--- src/rtl/smri_regs.vh ---
`ifndef SMRI_REGS_VH
`define SMRI_REGS_VH
// ----------------------------------------
// Register offsets (byte addresses)
// ----------------------------------------
`define SMRI_ADDR_CTRL      8'h84
`define SMRI_ADDR_STAT      8'h86
`define SMRI_ADDR_SEL       8'h88
`define SMRI_ADDR_TXB       8'h8A
`define SMRI_ADDR_RXB       8'h8E
// ----------------------------------------
// Control fields
// ----------------------------------------
`define SMRI_CTRL_EN        7
`define SMRI_CTRL_IEN       6
`define SMRI_CTRL_START     5
`define SMRI_CTRL_DIV_HI    4
`define SMRI_CTRL_DIV_LO    3
`define SMRI_CTRL_PHA       2
`define SMRI_CTRL_POL       1
`define SMRI_CTRL_RSE       0
// ----------------------------------------
// Status fields
// ----------------------------------------
`define SMRI_STAT_DONE      7
`define SMRI_STAT_ERR       6
`define SMRI_STAT_BUSY      5
`define SMRI_STAT_INTN      4
`define SMRI_STAT_TXE       3
`define SMRI_STAT_RXF       2
// ----------------------------------------
// Reset values
// ----------------------------------------
`define SMRI_CTRL_RST       8'h00
`define SMRI_SEL_RST        8'h00
`define SMRI_DATA_RST       8'h00
// ----------------------------------------
// Timing: half-period counts per divider code
// ----------------------------------------
`define SMRI_HALF_DIV4      5'h01
`define SMRI_HALF_DIV8      5'h03
`define SMRI_HALF_DIV16     5'h07
`define SMRI_HALF_DIV32     5'h0F
`define SMRI_BITS_PER_BYTE  4'h8
`endif

--- src/rtl/smri_serial_clock_divider.v ---
`timescale 1ns/1ps
`include "smri_regs.vh"
module smri_serial_clock_divider (
	input  wire       i_clk,
	input  wire       i_rst_n,
	input  wire       i_run,
	input  wire [1:0] i_div,
	output reg        o_sck_ff,
	output reg        o_rise_ff,
	output reg        o_fall_ff
);
	reg  [4:0] cnt_ff;
	reg  [4:0] half;

	always @* begin
		case (i_div)
		2'b00: half = `SMRI_HALF_DIV4;
		2'b01: half = `SMRI_HALF_DIV8;
		2'b10: half = `SMRI_HALF_DIV16;
		default: half = `SMRI_HALF_DIV32;
		endcase
	end

	// Gated by i_run (held low while it is low), 50 percent duty internal clock
	always @(posedge i_clk or negedge i_rst_n) begin
		if (!i_rst_n) begin
			cnt_ff    <= 5'h00;
			o_sck_ff  <= 1'b0;
			o_rise_ff <= 1'b0;
			o_fall_ff <= 1'b0;
		end else if (!i_run) begin
			cnt_ff    <= 5'h00;
			o_sck_ff  <= 1'b0;
			o_rise_ff <= 1'b0;
			o_fall_ff <= 1'b0;
		end else if (cnt_ff >= half) begin
			cnt_ff    <= 5'h00;
			o_sck_ff  <= ~o_sck_ff;
			o_rise_ff <= ~o_sck_ff;
			o_fall_ff <= o_sck_ff;
		end else begin
			cnt_ff    <= cnt_ff + 5'h01;
			o_rise_ff <= 1'b0;
			o_fall_ff <= 1'b0;
		end
	end
endmodule // smri_serial_clock_divider

--- src/rtl/smri_top.v ---
// Functional notes
// - Enable bit low holds the sequencer and its flags in reset, transmit empty aside; high lets it run.
// - Interrupt enable gates the request only; the pending cause stays.
// - Start set with transmit buffer full begins shifting out.
// - While start stays set, bytes keep flowing and each is received.
// - Divider code 00/01/10/11 gives clock divide by 4/8/16/32.
// - Phase 0 data valid on first edge, phase 1 on second edge.
// - Polarity sets idle level of the serial clock, low or high.
// - Sample bit 0 captures on falling edge, 1 on rising edge.
// - Each set mask bit asserts its select line during transfers.
// - Several set mask bits assert all their select lines together.
// - Moving buffer into shift register sets the transmit empty flag.
// - Host write of the transmit buffer clears the empty flag.
// - Shifting starts only with empty flag clear and start set.
// - A whole received byte moved to the buffer sets receive full.
// - Host read of the receive buffer clears receive full.
// - Receive buffer holds its byte through the next whole transfer.
// - Interrupt flag low on empty with start, full without start, error.
`timescale 1ns/1ps
`include "smri_regs.vh"
module smri_top (
	input  wire       I_REF_CLK,
	input  wire       I_RSTN,
	input  wire [7:0] I_ADDR,
	input  wire [7:0] I_WDATA,
	input  wire       I_WR,
	input  wire       I_RD,
	output reg  [7:0] O_RDATA,
	output reg        O_IRQ_N,
	output reg        O_SCK,
	output reg        O_SCK_OE,
	output reg        O_MOSI,
	output reg        O_MOSI_OE,
	input  wire       I_MISO,
	input  wire       I_SS_IN_N,
	output reg  [7:0] O_SS_N,
	output reg        O_SS_OE,
	output reg        O_TX_EMPTY,
	output reg        O_RX_FULL
);
	// ----------------------------------------
	// States
	// ----------------------------------------
	localparam [3:0] ST_IDLE  = 4'h0;
	localparam [3:0] ST_SS1   = 4'h1;
	localparam [3:0] ST_SS2   = 4'h2;
	localparam [3:0] ST_LOAD  = 4'h3;
	localparam [3:0] ST_XFER  = 4'h4;
	localparam [3:0] ST_DONE  = 4'h5;
	localparam [3:0] ST_CHK   = 4'h6;
	localparam [3:0] ST_HOLD1 = 4'h7;
	localparam [3:0] ST_HOLD2 = 4'h8;
	localparam [3:0] ST_NEG   = 4'h9;

	reg  [7:0] ctrl_ff;
	reg  [7:0] sel_ff;
	reg  [7:0] txb_ff;
	reg  [7:0] rxb_ff;
	reg  [7:0] txsh_ff;
	reg  [7:0] rxsh_ff;
	reg  [3:0] state_ff;
	reg  [3:0] bits_ff;
	reg        txe_ff;
	reg        rxf_ff;
	reg        err_ff;
	reg        done_ff;
	reg        ssn_ff;
	reg        sck_on_ff;
	reg        ph0_ff;
	reg        nxt_txe;
	reg        nxt_rxf;
	reg        nxt_err;
	wire       sck_int;
	wire       rise;
	wire       fall;
	wire       en         = ctrl_ff[`SMRI_CTRL_EN];
	wire       start      = ctrl_ff[`SMRI_CTRL_START];
	wire       pha        = ctrl_ff[`SMRI_CTRL_PHA];
	wire       pol        = ctrl_ff[`SMRI_CTRL_POL];
	wire       rse        = ctrl_ff[`SMRI_CTRL_RSE];
	wire       wr_txb     = I_WR && (I_ADDR == `SMRI_ADDR_TXB);
	wire       rd_rxb     = I_RD && (I_ADDR == `SMRI_ADDR_RXB);
	wire       wr_stat    = I_WR && (I_ADDR == `SMRI_ADDR_STAT);
	wire       run        = en && !err_ff;
	// External clock seen by the slave, and its edges before polarity
	wire       sck_ext    = (pha ? ~sck_int : sck_int) ^ pol;
	wire       ext_rise   = pha ? fall : rise;
	wire       ext_fall   = pha ? rise : fall;
	// Shift on every internal clock fall after a byte's first sample, whatever the phase, polarity and sample settings
	wire       shift_edge = fall;
	// Phase 0 clock waits a low half so its first pulse is whole
	wire       sck_live   = pha || ph0_ff;
	wire       samp_edge  = sck_live &&
	                        (rse ? (pol ? ext_fall : ext_rise)
	                             : (pol ? ext_rise : ext_fall));
	wire       load_rx;
	wire       cont_load;
	wire       int_cause;
	wire [7:0] status;

	smri_serial_clock_divider u_div (
		.i_clk     (I_REF_CLK),
		.i_rst_n   (I_RSTN),
		.i_run     (run),
		.i_div     (ctrl_ff[`SMRI_CTRL_DIV_HI:`SMRI_CTRL_DIV_LO]),
		.o_sck_ff  (sck_int),
		.o_rise_ff (rise),
		.o_fall_ff (fall)
	);

	// ----------------------------------------
	// Host registers
	// ----------------------------------------
	always @(posedge I_REF_CLK or negedge I_RSTN) begin
		if (!I_RSTN) begin
			ctrl_ff <= `SMRI_CTRL_RST;
			sel_ff  <= `SMRI_SEL_RST;
			txb_ff  <= `SMRI_DATA_RST;
		end else if (I_WR) begin
			if (I_ADDR == `SMRI_ADDR_CTRL) begin
				ctrl_ff <= I_WDATA;
			end else if (I_ADDR == `SMRI_ADDR_SEL) begin
				sel_ff <= I_WDATA;
			end else if (I_ADDR == `SMRI_ADDR_TXB) begin
				txb_ff <= I_WDATA;
			end
		end
	end

	assign load_rx = (state_ff == ST_XFER) && samp_edge &&
	                 (bits_ff == `SMRI_BITS_PER_BYTE - 4'h1);
	// Phase 1 back-to-back: reload on the last sample, no clock gap
	assign cont_load = load_rx && pha && start && !txe_ff;
	assign int_cause = (txe_ff && start) || (rxf_ff && !start) || err_ff;
	assign status = {done_ff, err_ff, ~ssn_ff, ~int_cause,
	                 txe_ff, rxf_ff, 2'b00};

	// ----------------------------------------
	// Flags: hardware set wins over host clear
	// ----------------------------------------
	always @* begin
		nxt_txe = txe_ff;
		if (wr_txb) begin
			nxt_txe = 1'b0;
		end
		if (run && ((state_ff == ST_LOAD && rise) || cont_load)) begin
			nxt_txe = 1'b1;
		end
		nxt_rxf = rxf_ff;
		if (rd_rxb) begin
			nxt_rxf = 1'b0;
		end
		if (run && load_rx) begin
			nxt_rxf = 1'b1;
		end
		nxt_err = err_ff;
		if (wr_stat && !I_WDATA[`SMRI_STAT_ERR]) begin
			nxt_err = 1'b0;
		end
		if (en && !I_SS_IN_N) begin
			nxt_err = 1'b1;
		end
	end

	// ----------------------------------------
	// Transfer sequencer
	// ----------------------------------------
	always @(posedge I_REF_CLK or negedge I_RSTN) begin
		if (!I_RSTN) begin
			state_ff  <= ST_IDLE;
			bits_ff   <= 4'h0;
			txsh_ff   <= 8'h00;
			rxsh_ff   <= 8'h00;
			rxb_ff    <= 8'h00;
			txe_ff    <= 1'b1;
			rxf_ff    <= 1'b0;
			err_ff    <= 1'b0;
			done_ff   <= 1'b0;
			ssn_ff    <= 1'b1;
			sck_on_ff <= 1'b0;
			ph0_ff    <= 1'b0;
		end else if (!en) begin
			state_ff  <= ST_IDLE;
			bits_ff   <= 4'h0;
			ph0_ff    <= 1'b0;
			txe_ff    <= nxt_txe;
			rxf_ff    <= 1'b0;
			err_ff    <= 1'b0;
			done_ff   <= 1'b0;
			ssn_ff    <= 1'b1;
			sck_on_ff <= 1'b0;
		end else begin
			txe_ff <= nxt_txe;
			rxf_ff <= nxt_rxf;
			err_ff <= nxt_err;
			if (nxt_err) begin
				state_ff  <= ST_IDLE;
				ssn_ff    <= 1'b1;
				sck_on_ff <= 1'b0;
				ph0_ff    <= 1'b0;
			end else begin
				if (state_ff == ST_XFER && samp_edge) begin
					rxsh_ff <= {rxsh_ff[6:0], I_MISO};
				end
				if (load_rx) begin
					rxb_ff <= {rxsh_ff[6:0], I_MISO};
				end
				case (state_ff)
				ST_IDLE: begin
					if (start && !txe_ff && fall) begin
						state_ff <= ST_SS1;
						ssn_ff   <= 1'b0;
						done_ff  <= 1'b0;
					end
				end
				ST_SS1: if (rise) begin
					state_ff <= ST_SS2;
				end
				ST_SS2: if (fall) begin
					state_ff <= ST_LOAD;
				end
				ST_LOAD: if (rise) begin
					txsh_ff   <= txb_ff;
					bits_ff   <= 4'h0;
					done_ff   <= 1'b0;
					sck_on_ff <= 1'b1;
					ph0_ff    <= 1'b0;
					state_ff  <= ST_XFER;
				end
				ST_XFER: begin
					if (samp_edge) begin
						bits_ff <= bits_ff + 4'h1;
					end
					if (fall) begin
						ph0_ff <= 1'b1;
					end
					if (shift_edge && bits_ff != 4'h0) begin
						txsh_ff <= {txsh_ff[6:0], 1'b0};
					end
					if (cont_load) begin
						txsh_ff <= txb_ff;
						bits_ff <= 4'h0;
					end else if (load_rx) begin
						// Mask only at idle level: no stray edge
						if (sck_ext == pol) begin
							sck_on_ff <= 1'b0;
						end
						state_ff <= ST_DONE;
					end
				end
				ST_DONE: begin
					if (sck_ext == pol) begin
						sck_on_ff <= 1'b0;
					end
					if (fall) begin
						done_ff  <= 1'b1;
						state_ff <= ST_CHK;
					end
				end
				ST_CHK: if (fall) begin
					sck_on_ff <= 1'b0;
					state_ff  <= ST_HOLD1;
				end
				ST_HOLD1: if (fall) begin
					state_ff <= ST_HOLD2;
				end
				ST_HOLD2: if (fall) begin
					ssn_ff   <= 1'b1;
					state_ff <= ST_NEG;
				end
				ST_NEG: if (fall) begin
					state_ff <= ST_IDLE;
				end
				default: state_ff <= ST_IDLE;
				endcase
			end
		end
	end

	// ----------------------------------------
	// Registered outputs
	// ----------------------------------------
	always @(posedge I_REF_CLK or negedge I_RSTN) begin
		if (!I_RSTN) begin
			O_RDATA    <= 8'h00;
			O_IRQ_N    <= 1'b1;
			O_SCK      <= 1'b0;
			O_SCK_OE   <= 1'b0;
			O_MOSI     <= 1'b0;
			O_MOSI_OE  <= 1'b0;
			O_SS_N     <= 8'hFF;
			O_SS_OE    <= 1'b0;
			O_TX_EMPTY <= 1'b1;
			O_RX_FULL  <= 1'b0;
		end else begin
			if (I_ADDR == `SMRI_ADDR_CTRL) begin
				O_RDATA <= ctrl_ff;
			end else if (I_ADDR == `SMRI_ADDR_STAT) begin
				O_RDATA <= status;
			end else if (I_ADDR == `SMRI_ADDR_SEL) begin
				O_RDATA <= sel_ff;
			end else if (I_ADDR == `SMRI_ADDR_TXB) begin
				O_RDATA <= txb_ff;
			end else if (I_ADDR == `SMRI_ADDR_RXB) begin
				O_RDATA <= rxb_ff;
			end else begin
				O_RDATA <= 8'h00;
			end
			O_IRQ_N   <= ~(en && ctrl_ff[`SMRI_CTRL_IEN] && int_cause);
			O_SCK     <= (sck_on_ff && sck_live) ? sck_ext : pol;
			O_SCK_OE  <= run;
			O_MOSI    <= txsh_ff[7];
			O_MOSI_OE <= run;
			O_SS_N    <= ~(sel_ff & {8{~ssn_ff}});
			O_SS_OE   <= run;
			O_TX_EMPTY <= txe_ff;
			O_RX_FULL  <= rxf_ff;
		end
	end
endmodule // smri_top

--- config.mk ---
export PLATFORM = sky130hd
export DESIGN_NAME = smri_top
export DESIGN_NICKNAME = d
export VERILOG_FILES = /design/src/rtl/smri_serial_clock_divider.v /design/src/rtl/smri_top.v
export VERILOG_INCLUDE_DIRS = /design/src /design/src/rtl
export SDC_FILE = /design/constraint.sdc
export NUM_CORES = 1
export LEC_CHECK = 0
export BUFFER_PORTS_ARGS = -buffer_cell sky130_fd_sc_hd__buf_2
export CAP_MARGIN = 10
export CORE_ASPECT_RATIO = 2
export CORE_MARGIN = 2
export CORE_UTILIZATION = 59
export DETAILED_ROUTE_END_ITERATION = 6
export PLACE_DENSITY = 0.8
export SYNTH_ARGS = -nofsm -noshare
export SYNTH_HDL_FRONTEND = slang
export SYNTH_SLANG_ARGS = --single-unit
--- constraint.sdc ---
create_clock -name I_REF_CLK -period 3 [get_ports I_REF_CLK]
set_clock_uncertainty 0.2 [all_clocks]
set_input_delay 0 -clock I_REF_CLK [delete_from_list [all_inputs] [get_ports I_REF_CLK]]
set_output_delay 0 -clock I_REF_CLK [all_outputs]
set_load 0.03 [all_outputs]
### Word level (Yosys, flattened, before mapping)

Index checks and enable logic that the tools add are counted.

| cells by class | value |
|---|---|
| add/subtract/negate cells | 2 |
| multipliers | 0 |
| div/mod/pow operators | 0 |
| order comparisons | 1 |
| eq/ne operators | 44 |
| shifts and indexed selects | 0 |
| multiplexer cells | 73 |
| bitwise logic cells | 10 |
| reductions and logical operators | 49 |

Operator list:

| cell | number |
|---|---|
| 2-to-1 mux 4 bit | 18 |
| 2-to-1 mux 8 bit | 8 |
| equality test 8 bit (second input constant) | 5 |
| case mux 4 bit (10 select lines) | 1 |
| 2-to-1 mux 1 bit | 37 |
| != test 4 x 3 -> 1 bit (second input constant) | 9 |
| logical AND 1 bit | 23 |
| equality test 4 x 3 -> 1 bit (second input constant) | 5 |
| != test 4 bit (second input constant) | 4 |
| case mux 8 bit (2 select lines) | 1 |
| AND reduction 3 bit | 5 |
| AND reduction 5 bit | 3 |
| != test 4 x 1 -> 1 bit (second input constant) | 3 |
| case mux 4 bit (3 select lines) | 1 |
| AND reduction 11 bit | 1 |
| 2-to-1 mux 5 bit | 2 |
| != test 3 x 2 -> 1 bit (second input constant) | 3 |
| AND 8 bit | 1 |
| equality test 4 x 2 -> 1 bit (second input constant) | 2 |
| equality test 4 bit (second input constant) | 2 |
| inverter 8 bit | 1 |
| case mux 4 bit (2 select lines) | 1 |
| AND reduction 4 bit | 2 |
| inverter 1 bit | 7 |
| other kinds (23) | 34 |

| storage, ports and cells | value |
|---|---|
| flip-flop bits (word level) | 92 |
| bits in latches | 0 |
| memory bits (writable) | 0 |
| memory bits (read-only) | 0 |
| output and inout bits | 24 |
| memories | 0 |

### Logic depth before layout (Yosys ltp)

| depth | value |
|---|---|
| depth in word-level cells | 13 |
| gate-level depth with buffers | 7 |
| mapped depth without buffers | 7 |

### Cells and area by module

Synthesis repeated with hierarchy kept, for this count alone.

| second synthesis, totals | value |
|---|---|
| cells, all modules | 377 |
| area total of the unflattened synthesis | 4428.0 µm² |

By module, submodules not included:

| module | instances | cells each | area each (µm²) | seq. area each (µm²) |
|---|---|---|---|---|
| smri_top | 1 | 343 | 4046.4 | 2117.0 |
| smri_serial_clock_divider | 1 | 34 | 381.6 | 200.2 |

### Least setup slack after synthesis

OpenSTA, ideal clock, no wires.

| timing path | value |
|---|---|
| path kind | flip-flop to flip-flop |
| start point | register ctrl_ff[1] |
| end point | register txsh_ff[0] |
| arrival | 1.932 ns |
| slack | 0.743 ns |
| cell stages (with the launch flop) | 7 |
| buffers on the path | 1 |
| clock period less this slack | 2.257 ns |
| path through | dfrtp_1 > xnor2_2 > mux2i_4 > a31oi_1 > a221o_1 > buf_6 > mux2_4 |

| between the ends | value |
|---|---|
| word-level cells in the longest chain between the ends | 10 |
| elaborated cells on any way between the ends | 13 |
| those cells by class | eq/ne (1); mux (5); reduce/logical (7) |

Ends and longest elaborated chain:

| what | RTL line | source |
|---|---|---|
| from (decl) | smri_top.v:55 | `reg [7:0] ctrl_ff;` |
| from (signal assigned) | smri_top.v:116 | `` ctrl_ff <= `SMRI_CTRL_RST; `` |
| 2-to-1 mux 1 bit, on equally long branches | smri_top.v:95, smri_top.v:94 |  |
| 2-to-1 mux 1 bit (*) | smri_top.v:94 | `(rse ? (pol ? ext_fall : ext_rise)` |
| logical AND 1 bit (*) | smri_top.v:93 | `wire samp_edge = sck_live &&` |
| logical AND 1 bit (*) (2 in series) | smri_top.v:130 | `assign load_rx = (state_ff == ST_XFER) && samp_edge &&` |
| logical AND 1 bit (*) (3 in series) | smri_top.v:133 | `assign cont_load = load_rx && pha && start && !txe_ff;` |
| != test 3 x 2 -> 1 bit (no source line) / 2-to-1 mux 8 bit (equally long branches) | - |  |
| AND reduction 5 bit (no source line) / case mux 8 bit (2 select lines) (equally long branches) | - |  |
| to (signal assigned) | smri_top.v:223 | `txsh_ff <= txb_ff;` |
| to (signal assigned) | smri_top.v:238 | `txsh_ff <= {txsh_ff[6:0], 1'b0};` |
| to (signal assigned) | smri_top.v:241 | `txsh_ff <= txb_ff;` |
| to (decl) | smri_top.v:59 | `reg [7:0] txsh_ff;` |

Every way passes the cells marked *; elsewhere a longest branch is shown, timed or not.
A chain may end at the register's enable or synchronous reset.

### Worst setup path in the final report

| timing path | value |
|---|---|
| start point | register state_ff[2] |
| end point | register txsh_ff[3] |

| between the ends | value |
|---|---|
| word-level cells in the longest chain between the ends | 8 |
| elaborated cells on any way between the ends | 13 |
| those cells by class | eq/ne (4); mux (2); reduce/logical (7) |

Ends and longest elaborated chain:

| what | RTL line | source |
|---|---|---|
| from (decl) | smri_top.v:61 | `reg [3:0] state_ff;` |
| from (signal assigned) | smri_top.v:170 | `state_ff <= ST_IDLE;` |
| from (signal assigned) | smri_top.v:183 | `state_ff <= ST_IDLE;` |
| from (signal assigned) | smri_top.v:197 | `state_ff <= ST_IDLE;` |
| equality test 4 x 3 -> 1 bit | smri_top.v:130, smri_top.v:208 |  |
| logical AND 1 bit (2 in series) | smri_top.v:130 |  |
| logical AND 1 bit (3 in series) | smri_top.v:133 |  |
| != test 3 x 2 -> 1 bit (no source line) / 2-to-1 mux 8 bit (equally long branches) | - |  |
| AND reduction 5 bit (no source line) / case mux 8 bit (2 select lines) (equally long branches) | - |  |

Several ways; a longest one is shown, not always the timed one.

==> results by group <==
Global route
  – Congestion Overflow GR: 0
  – Largest net degree at the start of global routing: 93
  – GRT Total Usage: 27.9%
  – Antenna violations before repair: 0
  – First-pass GRT wire length: 17100 um
  – Vias in the first global route: 3397

Pwr
  – Sw Ratio: 23.1%
  – Internal: 1.98 mW
  – Cell area power density: 496 nW/um^2
  – Clk pwr share: 43.4%
  – Peak supply drop: 281 uV
  – Total power: 2.58 mW
  – Combinational power share: 6.1%
  – LEAKAGE: 2.44 nW
  – NetSw: 594 uW
  – Sequential share of power: 50.5%

Synth
  – Largest cells by area after synthesis: dfrtp_1 (45%), dfstp_2 (7.1%), mux2_2 (6.6%), mux2_1 (5.1%), nand2_1 (3.6%)
  – Sequential share of the synthesized area: 52.4%
  – Post-Syn Instances: 379
  – Share of the synthesized area in the top cell type: 45.3%
  – Yosys reg bits: 92
  – Post-synth top flop: dfrtp_1
  – Simple-gate area share of the yosys netlist: 13.3%
  – Post-synthesis compound-gate area fraction: 12.4%
  – Syn Area/Cell: 11.7 um^2
  – EDFF count, synth: 0
  – Largest family of logic cells by synthesized area: multiplexers
  – Post-Synth Adder-Cell Area: 1.70%
  – Leading area contributor after synthesis: dfrtp_1
  – FFs w/ async S/R, synth: 100%
  – Netlist cell types: 66
  – XOR/XNOR Fraction of Synth Area: 1.56%
  – Mapped Area: 4420 um^2
  – Mux contribution to synthesized area: 15.7%
  – Syn nets: 407
  – Synth Warn #: 0

Finish
  – Fin nets: 469
  – Most common library cell in the layout ignoring fill and taps: dfrtp_1
  – Commonest cells after routing, fill and taps aside: dfrtp_1 (80), buf_2 (44), nand2_1 (42), mux2_2 (26), mux2_1 (20)
  – Area delta synth->final: 17.6%
  – Fillers: 530
  – Layout cells sized above 1: 26.5%
  – ANT cells: 0

Timing
  – Unrepaired setup endpoints after global routing: false
  – Final Hold Viols: 0
  – Slew Limit Fails: 0
  – Slew @ Worst Pin: 0.551 ns
  – Setup TNS: 0 ns
  – # setup viols final: 0
  – Fin crit period: 2.59 ns
  – Max_slew headroom: 63.3%
  – Final Hold Slack: 0.0272 ns
  – Max Freq: 386 MHz
  – Fin crit share: 86.2%

Critical path
  – FF-to-FF End: txsh_ff[3]$_DFFE_PN0P_
  – R2r setup slk: 0.41 ns
  – Family with the most delay on the worst path: compound AO/OA/AOI/OAI gates
  – Critical path, cell by cell: nor2b_1 -> nand3_1 -> a31oi_1 -> a221o_1 -> mux2_4
  – Crit-path slowest cell: dfrtp_1
  – CP peak stage delay: 0.67 ns
  – Req. time, crit path: 3.02 ns
  – CP Data Arrival Time: 2.61 ns
  – Setup crit start: state_ff[2]$_DFFE_PN0P_
  – CP Capture Type: flip-flop
  – Reg-to-Reg Start: state_ff[2]$_DFFE_PN0P_
  – Worst reg2reg path depth: 5
  – Worst-path fanout max: 19
  – Setup crit end: txsh_ff[3]$_DFFE_PN0P_
  – Critical path depth: 5
  – Setup CP Type: flip-flop to flip-flop
  – Startpoint Class: flip-flop
  – Crit path buf inv count: 0

Clock network
  – Root Buffer: clkbuf_16
  – Clock sink total: 92
  – H-tree levels: 3
  – CTS tree: built
  – CTS clock-pin slew for the worst setup and hold paths: 0.06 ns
  – TritonCTS buffer count: 9
  – Clk_lat worst skew: 0.34 ns
  – Clock Path Buffers: 2
  – Post-CTS setup buffer count: 0

Floorplan
  – Die H: 126 um
  – Die area: 8240 um^2
  – Die width: 65.2 um
  – Std-Cell Rows: 44
  – Core area: 7270 um^2
  – Initial core utilization: 60.8%
  – # IOs: 46

Routing
  – Drt wl/cell: 20.0 um
  – Drc violations: 0
  – Highest Signal Layer: met4
  – Detailed Routing Iterations Pass 1: 6
  – Met3 WL: 555 um
  – Routed vias/inst: 6.25
  – Total Wirelength: 10800 um
  – M1 WL: 3880 um
  – WL met2: 5880 um
  – Vias post-DR: 3361
  – Initial DRC Count: 384
  – DRT antenna net count: 0

Place
  – Hpwl dp: 7520 um
  – Gp weighted congestion: 0.886
  – Port Buf Inserts: 45

Outcome
  – Outcome: finished, final reports clean

Run
  – Max Cap Viol: 0

Hold path
  – Tightest Hold Check Type: input pin to flip-flop
-- power groups by stage --
stage	clock, mW	combinational [mW]	sequential (mW)
after floorplan	0	0.0751	1.31
after global placement	0	0.131	1.32
after detailed placement	0	0.135	1.32
after CTS	1.13	0.151	1.30
after global routing	1.18	0.172	1.30
final	1.12	0.157	1.30
-- worst min path at each step --
stage                          from  cells past startpoint                    to  slack, ns
after floorplan              I_RSTN                      0      O_MOSI$_DFF_PN0_      -0.50
after global placement    I_SS_IN_N                      2      err_ff$_DFF_PN0_       0.03
after detailed placement  I_SS_IN_N                      2      err_ff$_DFF_PN0_       0.04
after CTS                 I_ADDR[6]                      6  O_RDATA[6]$_DFF_PN0_       0.02
after global routing      I_ADDR[5]                      6  O_RDATA[6]$_DFF_PN0_       0.08
final                     I_ADDR[6]                      6  O_RDATA[3]$_DFF_PN0_       0.03
-- per-layer routing --
metal	vias up	global-route usage, %
li1	1493	-
met5	-	0
met1	1663	30.4
met2	168	50.2
met4	0	13.7
met3	37	5.32
-- stage by stage --
stage / setup WS [ns] / area, um^2 / instances / util (%)
global route: 0.242 / 5200 / 538 / 71.5
finish: 0.413 / 5200 / 538 / 71.5
floorplan: 0.743 / 4420 / 379 / -
global placement: 0.563 / 4720 / 505 / 64.9
detailed placement: 0.512 / 4720 / 505 / 64.9
CTS: 0.479 / 5160 / 536 / 71.0
-- final cells by class --
cell class	instances	area (um^2)	share of cell area, %
multi-input combinational	258	1970	38.0
clock buffer	11	233	4.48
clock inverter	5	61.3	1.18
sequential	92	2320	44.6
inverter	14	52.6	1.01
tap	92	115	2.21
timing repair buffer	66	445	8.57
-- cells by family after synthesis --
logic type                 Yosys count
AOI/OAI and AO/OA                   77
xor gates and xnor gates             7
adders and majority gates            6
buffers and inverters               29
DFF                                 92
muxes                               58
and+or+nand+nor                    110
-- flip-flops by register name, summed over array words and instances, names as in the netlist, 4 cells and up --
| name | count |
|---|---|
| state_ff | 4 |
| txb_ff | 8 |
| txsh_ff | 8 |
| rxsh_ff | 7 |
| O_SS_N | 8 |
| rxb_ff | 8 |
| O_RDATA | 8 |
| ctrl_ff | 8 |
| sel_ff | 8 |
| bits_ff | 4 |
| u_div.cnt_ff | 5 |
-- cell usage after synthesis (3+ instances only) --
master and instances:
a21o_1 4, a21oi_1 14, a22oi_1 9, and2_1 3
buf_4 3, clkbuf_1 10, clkinv_1 3, dfrtp_1 80
dfstp_2 12, ha_1 6, inv_1 11, mux2_1 20
mux2_2 26, mux2_4 8, nand2_1 42, nand2b_1 4
nand3_1 10, nand3b_1 4, nor2_1 17, nor2b_1 6
nor3_1 5, o211ai_1 3, o21ai_0 16, o2bb2ai_1 4
xnor2_1 3, xor2_1 3
-- timing repair --
action / CTS / global route
hold buffers: 15 / 1
hold endpoints to repair: 113 / 17
resized for setup: 0 / 0
-- worst min-delay path, stage by stage --
cell and delay, ns:
buf_2 0.10, nor4b_4 0.06, nand2_1 0.12, nor2_1 0.10, o21ai_0 0.08, a2bb2oi_1 0.08
(Power assumes the default switching activity.)
